==> src/pkg/cam_pkg.sv <==
// constants and types shared by the address mode decoder
// assumes one 50 MHz core clock; no software-visible registers
package cam_pkg;

   // addressing modes, gray along inh-imm-dir-ext-rel-ix-ix1-ix2
   typedef enum logic [3:0] {
      CAM_MODE_INH = 4'h0,
      CAM_MODE_IMM = 4'h1,
      CAM_MODE_DIR = 4'h3,
      CAM_MODE_EXT = 4'h2,
      CAM_MODE_REL = 4'h6,
      CAM_MODE_IX  = 4'h7,
      CAM_MODE_IX1 = 4'h5,
      CAM_MODE_IX2 = 4'h4,
      CAM_MODE_BSC = 4'hc,
      CAM_MODE_BTB = 4'hd,
      CAM_MODE_BAD = 4'hf
   } cam_mode_type;

   // port direction registers read back as all ones
   localparam logic [15:0] CAM_DDR_FIRST = 16'h0004;
   localparam logic [15:0] CAM_DDR_LAST  = 16'h0006;
   localparam logic [7:0]  CAM_DDR_READ  = 8'hff;

   // special opcodes
   localparam logic [7:0] CAM_OP_BSR = 8'had;
   localparam logic [7:0] CAM_OP_RTI = 8'h80;
   localparam logic [7:0] CAM_OP_RTS = 8'h81;
   localparam logic [7:0] CAM_OP_SWI = 8'h83;

   // register/memory and read-modify-write low nibbles
   localparam logic [3:0] CAM_LO_CMPA = 4'h1;
   localparam logic [3:0] CAM_LO_CMPX = 4'h3;
   localparam logic [3:0] CAM_LO_BITT = 4'h5;
   localparam logic [3:0] CAM_LO_STA  = 4'h7;
   localparam logic [3:0] CAM_LO_JMP  = 4'hc;
   localparam logic [3:0] CAM_LO_JSR  = 4'hd;
   localparam logic [3:0] CAM_LO_LDX  = 4'he;
   localparam logic [3:0] CAM_LO_STX  = 4'hf;
   localparam logic [3:0] CAM_LO_TST  = 4'hd;

   // instruction lengths in bytes
   localparam logic [1:0] CAM_LEN_ONE   = 2'd1;
   localparam logic [1:0] CAM_LEN_TWO   = 2'd2;
   localparam logic [1:0] CAM_LEN_THREE = 2'd3;

   // cycle counts
   localparam logic [3:0] CAM_CYC_LD_IMM   = 4'd2;
   localparam logic [3:0] CAM_CYC_LD_DIR   = 4'd4;
   localparam logic [3:0] CAM_CYC_LD_EXT   = 4'd5;
   localparam logic [3:0] CAM_CYC_LD_IX    = 4'd4;
   localparam logic [3:0] CAM_CYC_LD_IX1   = 4'd5;
   localparam logic [3:0] CAM_CYC_LD_IX2   = 4'd6;
   localparam logic [3:0] CAM_CYC_ST_MORE  = 4'd1;
   localparam logic [3:0] CAM_CYC_JMP_LESS = 4'd1;
   localparam logic [3:0] CAM_CYC_JSR_MORE = 4'd3;
   localparam logic [3:0] CAM_CYC_RMW_INH  = 4'd4;
   localparam logic [3:0] CAM_CYC_RMW_DIR  = 4'd6;
   localparam logic [3:0] CAM_CYC_RMW_IX   = 4'd6;
   localparam logic [3:0] CAM_CYC_RMW_IX1  = 4'd7;
   localparam logic [3:0] CAM_CYC_REL      = 4'd4;
   localparam logic [3:0] CAM_CYC_BSR      = 4'd8;
   localparam logic [3:0] CAM_CYC_BSC      = 4'd7;
   localparam logic [3:0] CAM_CYC_BTB      = 4'd10;
   localparam logic [3:0] CAM_CYC_RTI      = 4'd9;
   localparam logic [3:0] CAM_CYC_RTS      = 4'd6;
   localparam logic [3:0] CAM_CYC_SWI      = 4'd11;
   localparam logic [3:0] CAM_CYC_CTL      = 4'd2;

   // values after reset
   localparam logic [15:0] CAM_RST_ADDR = 16'h0000;
   localparam logic [7:0]  CAM_RST_BYTE = 8'h00;
   localparam logic [3:0]  CAM_RST_CYC  = 4'h0;

endpackage : cam_pkg

==> src/core/cam_ea_calc.sv <==
// effective address adder for the direct, extended, indexed and bit modes; other modes give zero
// assumes operand bytes and index come from the same clock domain
`timescale 1ns/1ps
`default_nettype none
module cam_ea_calc (
   input  wire cam_pkg::cam_mode_type mode,
   input  wire logic [7:0]            byte2,
   input  wire logic [7:0]            byte3,
   input  wire logic [7:0]            index_x,
   output logic      [15:0]           effective_address
);
   import cam_pkg::*;

   wire [15:0] page0_w = {8'h00, byte2};
   wire [15:0] full_w  = {byte2, byte3};
   wire [15:0] idx_w   = {8'h00, index_x};

   assign effective_address =
      (mode == CAM_MODE_DIR) ? page0_w :
      (mode == CAM_MODE_EXT) ? full_w :
      (mode == CAM_MODE_IX)  ? idx_w :
      (mode == CAM_MODE_IX1) ? 16'(page0_w + idx_w) :
      (mode == CAM_MODE_IX2) ? 16'(full_w + idx_w) :
      (mode == CAM_MODE_BSC || mode == CAM_MODE_BTB) ? page0_w :
      CAM_RST_ADDR;
endmodule : cam_ea_calc
`default_nettype wire

==> src/core/cam_read_filter.sv <==
// read data path: direction registers answer all ones
// assumes read data already settled in the core clock domain
`timescale 1ns/1ps
`default_nettype none
module cam_read_filter #(
   parameter logic [15:0] DDR_FIRST = cam_pkg::CAM_DDR_FIRST,
   parameter logic [15:0] DDR_LAST  = cam_pkg::CAM_DDR_LAST
) (
   input  wire logic [15:0] addr,
   input  wire logic [7:0]  data_in,
   output logic      [7:0]  data_out
);
   import cam_pkg::*;

   wire ddr_hit_w = (addr >= DDR_FIRST) && (addr <= DDR_LAST);

   assign data_out = ddr_hit_w ? CAM_DDR_READ : data_in;
endmodule : cam_read_filter
`default_nettype wire

==> src/core/cam_decoder.sv <==
// instruction decode and effective address generation
// assumes opcode, following bytes, index, pc and read data arrive together
`timescale 1ns/1ps
`default_nettype none
module cam_decoder (
   input  wire logic                  clk,
   input  wire logic                  arst_n,
   input  wire logic                  ce,
   input  wire logic                  instr_valid,
   input  wire logic [7:0]            opcode,
   input  wire logic [7:0]            byte2,
   input  wire logic [7:0]            byte3,
   input  wire logic [7:0]            index_x,
   input  wire logic [15:0]           opcode_pc,
   input  wire logic                  branch_cond,
   input  wire logic [7:0]            operand_byte,
   output logic                       dec_valid,
   output logic                       opcode_legal,
   output var cam_pkg::cam_mode_type  addr_mode,
   output logic      [1:0]            instr_len,
   output logic      [3:0]            cycle_count,
   output logic      [15:0]           effective_address,
   output logic      [7:0]            operand,
   output logic                       mem_read,
   output logic                       mem_write,
   output logic                       acc_write,
   output logic                       idx_write,
   output logic                       flags_only,
   output logic                       pc_load,
   output logic                       push_return,
   output logic      [15:0]           next_pc,
   output logic      [2:0]            bit_num,
   output logic                       bit_value,
   output logic                       carry_load,
   output logic                       carry_value
);
   import cam_pkg::*;

   function automatic cam_mode_type mode_of(input logic [7:0] op);
      case (op[7:4])
         4'h0:        mode_of = CAM_MODE_BTB;
         4'h1:        mode_of = CAM_MODE_BSC;
         4'h2:        mode_of = CAM_MODE_REL;
         4'h3, 4'hb:  mode_of = CAM_MODE_DIR;
         4'h6, 4'he:  mode_of = CAM_MODE_IX1;
         4'h7, 4'hf:  mode_of = CAM_MODE_IX;
         4'ha:        mode_of = (op == CAM_OP_BSR) ? CAM_MODE_REL : CAM_MODE_IMM;
         4'hc:        mode_of = CAM_MODE_EXT;
         4'hd:        mode_of = CAM_MODE_IX2;
         default:     mode_of = CAM_MODE_INH;
      endcase
   endfunction : mode_of

   function automatic logic [1:0] len_of(input cam_mode_type m);
      case (m)
         CAM_MODE_INH, CAM_MODE_IX: len_of = CAM_LEN_ONE;
         CAM_MODE_EXT, CAM_MODE_IX2, CAM_MODE_BTB: len_of = CAM_LEN_THREE;
         default:     len_of = CAM_LEN_TWO;
      endcase
   endfunction : len_of

   function automatic logic [3:0] rm_base(input cam_mode_type m);
      case (m)
         CAM_MODE_IMM: rm_base = CAM_CYC_LD_IMM;
         CAM_MODE_DIR: rm_base = CAM_CYC_LD_DIR;
         CAM_MODE_EXT: rm_base = CAM_CYC_LD_EXT;
         CAM_MODE_IX:  rm_base = CAM_CYC_LD_IX;
         CAM_MODE_IX1: rm_base = CAM_CYC_LD_IX1;
         default:      rm_base = CAM_CYC_LD_IX2;
      endcase
   endfunction : rm_base

   function automatic logic [3:0] cyc_of(input logic [7:0] op,
                                         input cam_mode_type m);
      logic [3:0] b;
      b = rm_base(m);
      if (m == CAM_MODE_BAD)
         cyc_of = CAM_RST_CYC;
      else if (op == CAM_OP_BSR)
         cyc_of = CAM_CYC_BSR;
      else if (op[7:4] >= 4'ha) begin
         if (op[3:0] == CAM_LO_STA || op[3:0] == CAM_LO_STX)
            cyc_of = 4'(b + CAM_CYC_ST_MORE);
         else if (op[3:0] == CAM_LO_JMP)
            cyc_of = 4'(b - CAM_CYC_JMP_LESS);
         else if (op[3:0] == CAM_LO_JSR)
            cyc_of = 4'(b + CAM_CYC_JSR_MORE);
         else
            cyc_of = b;
      end
      else if (op == CAM_OP_RTI)
         cyc_of = CAM_CYC_RTI;
      else if (op == CAM_OP_RTS)
         cyc_of = CAM_CYC_RTS;
      else if (op == CAM_OP_SWI)
         cyc_of = CAM_CYC_SWI;
      else if (op[7:4] == 4'h9)
         cyc_of = CAM_CYC_CTL;
      else begin
         case (m)
            CAM_MODE_BTB: cyc_of = CAM_CYC_BTB;
            CAM_MODE_BSC: cyc_of = CAM_CYC_BSC;
            CAM_MODE_REL: cyc_of = CAM_CYC_REL;
            CAM_MODE_INH: cyc_of = CAM_CYC_RMW_INH;
            CAM_MODE_DIR: cyc_of = CAM_CYC_RMW_DIR;
            CAM_MODE_IX:  cyc_of = CAM_CYC_RMW_IX;
            default:      cyc_of = CAM_CYC_RMW_IX1;
         endcase
      end
   endfunction : cyc_of

   // opcode classes
   wire [3:0] hi_w  = opcode[7:4];
   wire [3:0] lo_w  = opcode[3:0];
   wire is_btb_w    = (hi_w == 4'h0);
   wire is_bsc_w    = (hi_w == 4'h1);
   wire is_bra_w    = (hi_w == 4'h2);
   wire is_bsr_w    = (opcode == CAM_OP_BSR);
   wire is_rmw_w    = (hi_w >= 4'h3) && (hi_w <= 4'h7);
   wire rmw_hole_w  = (lo_w == 4'h1) || (lo_w == 4'h2) || (lo_w == 4'h5) ||
                      (lo_w == 4'hb) || (lo_w == 4'he);
   wire ctl8_ok_w   = (hi_w == 4'h8) && (opcode == CAM_OP_RTI ||
                      opcode == CAM_OP_RTS || opcode == CAM_OP_SWI);
   wire ctl9_ok_w   = (hi_w == 4'h9) && (lo_w >= 4'h7) && (lo_w != 4'he);
   wire is_rm_w     = (hi_w >= 4'ha) && !is_bsr_w;
   wire rm_hole_w   = (hi_w == 4'ha) && (lo_w == CAM_LO_STA ||
                      lo_w == CAM_LO_JMP || lo_w == CAM_LO_STX);
   wire legal_w     = is_btb_w || is_bsc_w || is_bra_w || is_bsr_w ||
                      (is_rmw_w && !rmw_hole_w) || ctl8_ok_w || ctl9_ok_w ||
                      (is_rm_w && !rm_hole_w);

   wire cam_mode_type mode_w = legal_w ? mode_of(opcode) : CAM_MODE_BAD;
   wire [1:0] len_w = len_of(mode_w);
   wire [3:0] cyc_w = cyc_of(opcode, mode_w);

   // register/memory group
   wire rm_ok_w     = is_rm_w && legal_w;
   wire rm_store_w  = rm_ok_w && (lo_w == CAM_LO_STA || lo_w == CAM_LO_STX);
   wire rm_jmp_w    = rm_ok_w && (lo_w == CAM_LO_JMP);
   wire rm_jsr_w    = rm_ok_w && (lo_w == CAM_LO_JSR);
   wire rm_flags_w  = rm_ok_w && (lo_w == CAM_LO_CMPA ||
                      lo_w == CAM_LO_CMPX || lo_w == CAM_LO_BITT);
   wire rm_idx_w    = rm_ok_w && (lo_w == CAM_LO_LDX);
   wire rm_acc_w    = rm_ok_w && !rm_store_w && !rm_jmp_w && !rm_jsr_w &&
                      !rm_flags_w && !rm_idx_w;
   wire rm_read_w   = rm_ok_w && (mode_w != CAM_MODE_IMM) && !rm_store_w &&
                      !rm_jmp_w && !rm_jsr_w;

   // read-modify-write group
   wire rmw_ok_w    = is_rmw_w && legal_w;
   wire rmw_tst_w   = rmw_ok_w && (lo_w == CAM_LO_TST);
   wire rmw_mem_w   = rmw_ok_w && (mode_w != CAM_MODE_INH);
   wire rmw_acc_w   = rmw_ok_w && (hi_w == 4'h4) && !rmw_tst_w;
   wire rmw_idx_w   = rmw_ok_w && (hi_w == 4'h5) && !rmw_tst_w;

   // address and read data
   wire [15:0] ea_w;
   wire [7:0]  rdata_w;

   cam_ea_calc u_ea (
      .mode              (mode_w),
      .byte2             (byte2),
      .byte3             (byte3),
      .index_x           (index_x),
      .effective_address (ea_w)
   );

   cam_read_filter u_rd (
      .addr     (ea_w),
      .data_in  (operand_byte),
      .data_out (rdata_w)
   );

   // bit and branch decisions
   wire [2:0]  bitn_w    = opcode[3:1];
   wire        tested_w  = rdata_w[bitn_w];
   wire        btb_take_w = tested_w ^ opcode[0];
   wire        take_w    = (is_bra_w && branch_cond) || is_bsr_w ||
                           (is_btb_w && btb_take_w);
   wire [7:0]  off_w     = is_btb_w ? byte3 : byte2;
   wire [15:0] seq_pc_w  = 16'(opcode_pc + {14'h0, len_w});
   wire [15:0] tgt_w     = 16'(seq_pc_w + {{8{off_w[7]}}, off_w});
   wire        jump_w    = rm_jmp_w || rm_jsr_w;
   wire        load_w    = jump_w || (legal_w && take_w);
   wire [15:0] nxt_pc    = jump_w ? ea_w : (load_w ? tgt_w : seq_pc_w);
   wire [7:0]  nxt_operand = (mode_w == CAM_MODE_IMM) ? byte2 : rdata_w;
   wire        nxt_read  = rm_read_w || rmw_mem_w || is_bsc_w || is_btb_w;
   wire        nxt_write = rm_store_w || (rmw_mem_w && !rmw_tst_w) ||
                           is_bsc_w;
   wire        cap_w     = ce && instr_valid;

   always_ff @(posedge clk or negedge arst_n) begin
      if (!arst_n)
         dec_valid <= 1'b0;
      else if (ce)
         dec_valid <= instr_valid;
   end

   always_ff @(posedge clk or negedge arst_n) begin
      if (!arst_n) begin
         opcode_legal      <= 1'b0;
         addr_mode         <= CAM_MODE_BAD;
         instr_len         <= 2'd0;
         cycle_count       <= CAM_RST_CYC;
         effective_address <= CAM_RST_ADDR;
         operand           <= CAM_RST_BYTE;
         next_pc           <= CAM_RST_ADDR;
         bit_num           <= 3'd0;
         bit_value         <= 1'b0;
         carry_value       <= 1'b0;
      end
      else if (cap_w) begin
         opcode_legal      <= legal_w;
         addr_mode         <= mode_w;
         instr_len         <= len_w;
         cycle_count       <= cyc_w;
         effective_address <= ea_w;
         operand           <= nxt_operand;
         next_pc           <= nxt_pc;
         bit_num           <= bitn_w;
         bit_value         <= ~opcode[0];
         carry_value       <= tested_w;
      end
   end

   // effects, all held off for illegal opcodes
   always_ff @(posedge clk or negedge arst_n) begin
      if (!arst_n) begin
         mem_read    <= 1'b0;
         mem_write   <= 1'b0;
         acc_write   <= 1'b0;
         idx_write   <= 1'b0;
         flags_only  <= 1'b0;
         pc_load     <= 1'b0;
         push_return <= 1'b0;
         carry_load  <= 1'b0;
      end
      else if (cap_w) begin
         mem_read    <= nxt_read;
         mem_write   <= nxt_write;
         acc_write   <= rm_acc_w || rmw_acc_w;
         idx_write   <= rm_idx_w || rmw_idx_w;
         flags_only  <= rm_flags_w || rmw_tst_w;
         pc_load     <= load_w;
         push_return <= rm_jsr_w || is_bsr_w;
         carry_load  <= is_btb_w;
      end
   end
endmodule : cam_decoder
`default_nettype wire

==> config.mk <==
export PLATFORM = sky130hd
export DESIGN_NAME = cam_decoder
export DESIGN_NICKNAME = d
export VERILOG_FILES = /design/src/pkg/cam_pkg.sv /design/src/core/cam_ea_calc.sv /design/src/core/cam_read_filter.sv /design/src/core/cam_decoder.sv
export SDC_FILE = /design/constraint.sdc
export NUM_CORES = 1
export LEC_CHECK = 0
export BUFFER_PORTS_ARGS = -buffer_cell sky130_fd_sc_hd__buf_2
export CAP_MARGIN = 15
export CELL_PAD_IN_SITES_DETAIL_PLACEMENT = 1
export CELL_PAD_IN_SITES_GLOBAL_PLACEMENT = 1
export CORE_ASPECT_RATIO = 1.2
export CORE_UTILIZATION = 42
export CTS_BUF_LIST = sky130_fd_sc_hd__clkbuf_4
export DETAILED_ROUTE_END_ITERATION = 8
export PLACE_DENSITY = 0.94
export SYNTH_ARGS = -nofsm -noshare
export SYNTH_HDL_FRONTEND = slang
export SYNTH_SLANG_ARGS = --single-unit
==> constraint.sdc <==
create_clock -name clk -period 0.95 [get_ports clk]
set_input_delay 0.19 -clock clk [delete_from_list [all_inputs] [get_ports clk]]
set_output_delay 0.19 -clock clk [all_outputs]
set_load 0.05 [all_outputs]
==> results of run 1 <==
Yosys cell counts (3+ instances only):
cell | count | area share
xnor2_1 | 27 | 0.038
mux2i_1 | 21 | 0.034
o22ai_1 | 6 | 0.0060
o21a_1 | 7 | 0.0085
o32ai_1 | 4 | 0.0056
buf_2 | 7 | 0.0056
o21ai_1 | 4 | 0.0032
dfstp_2 | 4 | 0.017
clkbuf_1 | 27 | 0.016
nor4_1 | 4 | 0.0040
a22oi_1 | 4 | 0.0048
a31oi_1 | 7 | 0.0071
a21o_1 | 8 | 0.0097
xor2_1 | 16 | 0.023
a22o_1 | 4 | 0.0056
o31a_1 | 3 | 0.0042
o2bb2ai_1 | 7 | 0.0099
nand4_1 | 3 | 0.0030
a211oi_1 | 13 | 0.016
inv_1 | 25 | 0.015
nand2_1 | 137 | 0.083
ha_1 | 38 | 0.077
nor3_1 | 16 | 0.013
a21oi_1 | 36 | 0.029
dfrtp_1 | 61 | 0.25
nor3b_1 | 6 | 0.0073
a221oi_1 | 8 | 0.011
or3_1 | 8 | 0.0081
o21ai_0 | 69 | 0.056
o21ba_2 | 3 | 0.0048
nor2_1 | 69 | 0.042
fa_1 | 4 | 0.013
o31ai_1 | 4 | 0.0048
nand3_1 | 17 | 0.014
nand2b_1 | 9 | 0.0091
and2_1 | 9 | 0.0091
a211o_1 | 4 | 0.0056
and3_1 | 11 | 0.011
nor2b_1 | 11 | 0.011
kinds of logic after synthesis:
group | after synthesis
xor gates and xnor gates | 43
DFF | 65
adders and majority gates | 42
and+or+nand+nor | 318
AOI/OAI and AO/OA | 227
muxes | 24
buffers and inverters | 65
stage by stage:
step	setup slack [ps]	util	area, sq um	TNS [ps]
after floorplan	-3890	-	6580	-91920
after global placement	-4130	0.635	9150	-119570
after detailed placement	-4460	0.635	9150	-131540
==> flow_summary.yaml, run 1 <==
cts:
  cts-root-buf: "clkbuf_4"
  numCtsBuffers: 9
  postCtsHoldBufs: 2
  cts_setup_buffers: 89
  htree_levels: 3
  cts.sinks: 65
  cts-resized-gates: 403
  clk_path_buf_depth: 2
synth:
  synth_mux_area_frac: 0.0429
  avgSynthCellArea_sq_um: 7.92
  ys_seq_area_frac: 0.263
  syn_nets: 887
  async_flop_share: 1.00
  ys_dominant_reg_cell: "dfrtp_1"
  ys_ff_latch: 65
  synth_cell_types: 85
  synth_top_family_by_area: "compound AO/OA/AOI/OAI gates"
  synth_compound_area_frac: 0.256
  post_synth_xor_area_fraction: 0.0606
  yosys_warnings: 0
  synthAdderAreaFrac: 0.0894
  synth-edff-count: 0
  netlist_instances: 784
  synth_area_sq_mm: 0.00621
  synthSimpleGateAreaFrac: 0.242
placed_design:
  placed_cells: 1296
  routabilityCongestion: 0.980
  port_buffers: 125
  dpl.hpwl_mm: 25.9
status:
  first-error: "[ERROR DPL-0033] detailed placement checks failed during check placement."
  flow.stopped_at: "clock tree synthesis"
  outcome: "did not finish"
floorplan:
  die_x_um: 113
  start_util: 0.431
  fp-row-count: 48
  die_h_um: 135
  ios: 126
==> inputs of run 2 (changes only) <==
--- a/config.mk
+++ b/config.mk
@@ -7,13 +7,9 @@
 export LEC_CHECK = 0
 export BUFFER_PORTS_ARGS = -buffer_cell sky130_fd_sc_hd__buf_2
 export CAP_MARGIN = 15
-export CELL_PAD_IN_SITES_DETAIL_PLACEMENT = 1
-export CELL_PAD_IN_SITES_GLOBAL_PLACEMENT = 1
-export CORE_ASPECT_RATIO = 1.2
-export CORE_UTILIZATION = 42
-export CTS_BUF_LIST = sky130_fd_sc_hd__clkbuf_4
+export CORE_UTILIZATION = 40
 export DETAILED_ROUTE_END_ITERATION = 8
-export PLACE_DENSITY = 0.94
+export PLACE_DENSITY_LB_ADDON = 0.15
 export SYNTH_ARGS = -nofsm -noshare
 export SYNTH_HDL_FRONTEND = slang
 export SYNTH_SLANG_ARGS = --single-unit
==> flow_summary.yaml, run 2 <==
timing:
  setup_ws_ps: -3830
  finalSetupViolations: 124
  worst_slew_pin_slew_ps: 762
  slew_violations: 0
  hold_violations: 0
  hold_ws_ps: 90.8
  maxClockFrequency_mhz: 209
  fin_crit_sh: 5.03
  clock_skew_ps: 0
  rsz0062_at_grt: "true"
  slew_headroom: 0.488
  period_needed_ps: 4780
final_layout:
  post-route-util: 0.811
  diodes: 0
  final_common_cell: "buf_4"
  regArea_sq_mm: 0.00163
  largestRegisters: "effective_address x16, next_pc x16, operand x8"
  layout_common_cells: "buf_4, buf_6, nand2_1"
  fillCellCount: 820
  multi_input_area_sq_mm: 0.00566
  area_growth_pct: 98.5
  drive_above_1_share: 0.579
  nets: 1349
cts:
  numCtsBuffers: 9
  clk_pin_slew_ps: 60
  cts.sinks: 65
  cts_tree: "yes"
  clk_latency_ps: 330
  clk_path_buf_depth: 2
  htree_levels: 3
  cts-root-buf: "clkbuf_16"
setup_path:
  cp-end-kind: "flip-flop"
  worst-path-max-fanout: 2
  cp_data_arrival_time_ps: 5060
  ff2ff_setup_slack_ps: -40
  cp.required_ps: 1230
  cp-start-kind: "input port"
  crit_type: "input port to flip-flop"
synth:
  ys_top_cells_by_area: "dfrtp_1, nand2_1, ha_1"
  yosys-top-cells-count: "nand2_1, nor2_1, o21ai_0, dfrtp_1, ha_1"
  ys_ff_latch: 65
  synth_area_sq_mm: 0.00621
  synth-edff-count: 0
  async_flop_share: 1.00
  yosysMostFrequentCell: "nand2_1"
  avgSynthCellArea_sq_um: 7.92
  yosys_warnings: 0
  ys_dominant_reg_cell: "dfrtp_1"
  syn_nets: 887
  ys_seq_area_frac: 0.263
  yosysTopAreaCellShare: 0.246
  synth_area_leader_cell: "dfrtp_1"
  synth_cell_types: 85
  netlist_instances: 784
route:
  drt-wirelength-per-cell_um: 22.4
  final_antenna_net_count: 0
  drt-initial-drc-count: 982
  wirelength_mm: 32.2
  dr_total_vias: 8716
  vias_per_cell: 6.06
  drt_pass1_iterations: 6
  drc_errors: 0
floorplan:
  core_area_sq_mm: 0.0152
  die_x_um: 127
  start_util: 0.409
  fp-row-count: 45
  ios: 126
  die_h_um: 127
  dieArea_sq_mm: 0.0160
grt:
  grtUsageTotal: 0.323
  grt_start_max_net_pins: 55
  overflow: 0
  grt_pass1_vias: 7521
  antenna_found_initial: 0
  grt_pass1_wl_mm: 39.9
flow_run:
  drv_cap: 0
status:
  violations: "setup timing"
  outcome: "finished with violations"
power_and_ir_drop:
  power_w: 0.0157
  p_leak_nw: 5.69
  vdd_drop_max_uv: 987
  power_density_mw_per_mm2: 1270
placed_design:
  routabilityCongestion: 0.948
  dpl.hpwl_mm: 18.5
  port_buffers: 125
  dp_slack_ps: -4230
worst_hold_path:
  min_path_type: "input port to flip-flop"
==> run 2: cell counts after synthesis <==
Identical to the previous run, type by type.
==> run 2: where the power goes <==
group / switching [W] / internal, W / total [W]
Sequential: 0.000326 / 0.00317 / 0.00349
Clock: 0.00143 / 0.00206 / 0.00349
Combinational: 0.00473 / 0.00401 / 0.00874
==> run 2: cells by family after synthesis <==
group                      share of synthesized area
and+or+nand+nor                                0.242
AOI/OAI and AO/OA                              0.256
muxes                                         0.0429
xor gates and xnor gates                      0.0606
adders and majority gates                     0.0894
buffers and inverters                         0.0463
DFF                                            0.263
==> run 2: repair_timing <==
item / in CTS / in global routing
pin swaps: 65 / 70
endpoints found under the hold margin: 61 / 0
hold buffers: 1 / 0
gates resized for setup: 249 / 289
setup buffers: 59 / 87
endpoints found under the setup margin: 125 / 124
cloned: 2 / 2
==> run 2: routing by layer <==
layer | vias up | routed length (um) | track usage
met2 | 610 | 14700 | 0.520
li1 | 3766 | - | -
met4 | 0 | 2110 | 0.123
met1 | 4137 | 12400 | 0.434
met3 | 203 | 2990 | 0.0544
met5 | - | 0 | 0
==> run 2: worst max-delay path, cell delays in order <==
cell,delay (ps)
buf_6,100
or4b_4,560
o31ai_4,220
a2bb2oi_2,110
a21boi_2,170
a21oi_2,210
ha_2,240
inv_2,40
fa_2,520
inv_2,50
ha_4,190
a21o_1,160
a21o_1,190
a211oi_2,260
o311ai_2,140
or4_4,450
a311o_1,300
a21oi_1,150
o21ba_2,140
xnor2_1,70
or4_1,500
nand3_1,90
==> run 2: stage by stage <==
| stage | area, sq um | TNS [ps] | instances |
|---|---|---|---|
| final | 12300 | -143450 | 1439 |
| after global placement | 9100 | -120520 | 1302 |
| after floorplan | 6580 | -91920 | 784 |
| after detailed placement | 9100 | -120920 | 1302 |
| after global routing | 12300 | -148750 | 1439 |
| after CTS | 10800 | -120370 | 1369 |
==> run 2: final cells by class <==
type                    count  area share
clock buffers               9      0.0183
flip-flops and latches     65       0.132
multi-input cells         654       0.459
repair buffers            490       0.356
well taps                 188      0.0191
inverters                  26     0.00914
clock inverters             7     0.00639
==> run 2: final timing paths <==
| kind | start | to | cells after the start |
|---|---|---|---|
| setup reg to reg | addr_mode[3]$_DFFE_PN1P_ | addr_mode[3]$_DFFE_PN1P_ | 3 |
| max in group asynchronous | arst_n | next_pc[4]$_DFFE_PN0P_ | 3 |
| hold / removal | ce | dec_valid$_DFFE_PN0P_ | 2 |
| min in group asynchronous | arst_n | mem_write$_DFFE_PN0P_ | 3 |
| hold reg to reg | addr_mode[2]$_DFFE_PN1P_ | addr_mode[2]$_DFFE_PN1P_ | 2 |
| setup / recovery | opcode[6] | next_pc[15]$_DFFE_PN0P_ | 22 |
No activity file was read; power rests on OpenSTA's default activity.
==> inputs of run 3 (changes only) <==
--- a/config.mk
+++ b/config.mk
@@ -7,6 +7,8 @@
 export LEC_CHECK = 0
 export BUFFER_PORTS_ARGS = -buffer_cell sky130_fd_sc_hd__buf_2
 export CAP_MARGIN = 15
+export CELL_PAD_IN_SITES_DETAIL_PLACEMENT = 0
+export CELL_PAD_IN_SITES_GLOBAL_PLACEMENT = 1
 export CORE_UTILIZATION = 40
 export DETAILED_ROUTE_END_ITERATION = 8
 export PLACE_DENSITY_LB_ADDON = 0.15
==> flow_summary.yaml, run 3 (synthesis gave the netlist of run 2 again) <==
status:
  outcome: "finished with violations"
  violations: "setup timing"
route:
  final_antenna_net_count: 0
  drt-wirelength-per-cell_um: 19.7
  dr_total_vias: 7995
  drt-initial-drc-count: 662
  vias_per_cell: 5.65
  drt_pass1_iterations: 5
  drc_errors: 0
  wirelength_mm: 27.9
setup_path:
  critPathMaxStageDelay_ps: 540
  crit_end: "next_pc[15]$_DFFE_PN0P_"
  r2r-start: "next_pc[8]$_DFFE_PN0P_"
  cp_data_arrival_time_ps: 5150
  cpMaxStageDelayCell: "or4b_4"
  timing.rr.end: "next_pc[8]$_DFFE_PN0P_"
  cp-end-kind: "flip-flop"
  ff2ff_setup_slack_ps: -40
  crit_chain: "buf_8 -> or4b_4 -> o31ai_4 -> a2bb2oi_2 -> a21boi_4 -> a21oi_4 -> ha_4 -> inv_2 -> fa_2 -> inv_2 -> ha_4 -> a21o_1 -> a21o_1 -> a211oi_4 -> o311ai_4 -> or4_4 -> a311o_1 -> a21oi_2 -> o21ba_2 -> xnor2_1 -> or4_1 -> nand3_1"
  crit_type: "input port to flip-flop"
  cp-start-kind: "input port"
  worst-path-max-fanout: 5
  cp.required_ps: 1220
  path_buf_inv: 3
  reg2reg_depth: 3
  cpLargestDelayFamily: "compound AO/OA/AOI/OAI gates"
  worst_setup_path_startpoint: "opcode[3]"
  crit_cells: 22
timing:
  period_needed_ps: 4880
  finalSetupViolations: 124
  setup_ws_ps: -3930
  rsz0062_at_grt: "true"
  worst_slew_pin_slew_ps: 604
  fin_crit_sh: 5.14
  maxClockFrequency_mhz: 205
  slew_headroom: 0.593
  slew_violations: 0
  clock_skew_ps: 0
  hold_violations: 0
  hold_ws_ps: 71.9
placed_design:
  routabilityCongestion: 0.978
  port_buffers: 125
  post_dp_cell_area_sq_mm: 0.00922
  dpl.hpwl_mm: 20.4
  dp_slack_ps: -4310
final_layout:
  nets: 1325
  layout_common_cells: "buf_4, nand2_1, buf_6"
  diodes: 0
  final_area_sq_mm: 0.0118
  final_common_cell: "buf_4"
  largestRegisters: "effective_address x16, next_pc x16, operand x8"
  post-route-util: 0.779
  drive_above_1_share: 0.559
  area_growth_pct: 90.6
grt:
  grt_pass1_vias: 7684
  grt_start_max_net_pins: 37
  grtUsageTotal: 0.325
  grt_pass1_wl_mm: 40.3
  antenna_found_initial: 0
  overflow: 0
power_and_ir_drop:
  power.share.clock: 0.221
  power.internal_w: 0.00909
  seq_power_share: 0.230
  power_density_mw_per_mm2: 1290
  pwr-share-comb: 0.549
  switching_share: 0.404
  switchingPower_w: 0.00615
  p_leak_nw: 5.51
  vdd_drop_max_uv: 949
floorplan:
  dieArea_sq_mm: 0.0160
  die_h_um: 127
  ios: 126
  fp-row-count: 45
  core_area_sq_mm: 0.0152
  die_x_um: 127
  start_util: 0.409
flow_run:
  drv_cap: 0
cts:
  cts_tree: "yes"
  numCtsBuffers: 9
  htree_levels: 3
  cts.sinks: 65
  clk_latency_ps: 330
  cts-root-buf: "clkbuf_16"
  clk_path_buf_depth: 2
  clk_pin_slew_ps: 60
worst_hold_path:
  min_path_type: "input port to flip-flop"
==> run 3: cell types whose count changed in the layout (fill, tap and decap cells not counted), sizes merged <==
cell | before | now
buf | 488 | 463
clkbuf | 10 | 11
clkinv | 6 | 4
inv | 26 | 28
==> run 3: cell type report <==
cell class | count | area [sq um]
clock inverters | 7 | 77.6
well taps | 188 | 235
flip-flops and latches | 65 | 1630
inverters | 26 | 105
clock buffers | 9 | 225
repair buffers | 466 | 4010
fillers | 998 | 3360
multi-input cells | 654 | 5560
==> run 3: repair_timing <==
item	in CTS	in global routing
setup buffers	30	63
hold endpoints to repair	61	0
gates resized for setup	251	213
endpoints found under the setup margin	125	125
hold buffers	1	0
pin swaps	64	76
cloned	3	1
==> run 3: worst reg2reg max path: stages (launching register included) <==
cell      delay, ps
dfrtp_1         380
buf_4           120
nor2_1           40
a221oi_1        320
==> run 3: worst min path at each step <==
| stage | startpoint | to | depth (start not counted) |
|---|---|---|---|
| after global placement | arst_n | bit_num[2]$_DFFE_PN0P_ | 2 |
| after detailed placement | arst_n | bit_num[1]$_DFFE_PN0P_ | 2 |
| after CTS | ce | dec_valid$_DFFE_PN0P_ | 2 |
| after global routing | ce | dec_valid$_DFFE_PN0P_ | 2 |
| final | ce | dec_valid$_DFFE_PN0P_ | 2 |
| after floorplan | arst_n | acc_write$_DFFE_PN0P_ | 0 |
==> run 3: layer usage <==
layer	wire (um)	track usage
met4	843	0.102
met2	13800	0.565
met5	0	0
met3	1710	0.0409
met1	11500	0.418
==> run 3: power by group through the flow <==
| stage | Sequential, W | Clock [W] | Combinational, W |
|---|---|---|---|
| floorplan | 0.00474 | 0 | 0.00243 |
| global placement | 0.00345 | 0 | 0.00607 |
| detailed placement | 0.00346 | 0 | 0.00619 |
| CTS | 0.00347 | 0.00339 | 0.00714 |
| global route | 0.00353 | 0.00350 | 0.00881 |
| finish | 0.00351 | 0.00337 | 0.00836 |
==> run 3: metrics by stage <==
step | TNS (ps) | power (W) | std cells
floorplan | -91920 | 0.00717 | 784
global placement | -121800 | 0.00952 | 1320
detailed placement | -125240 | 0.00965 | 1320
CTS | -110720 | 0.0140 | 1361
global route | -117710 | 0.0158 | 1415
finish | -112550 | 0.0152 | 1415
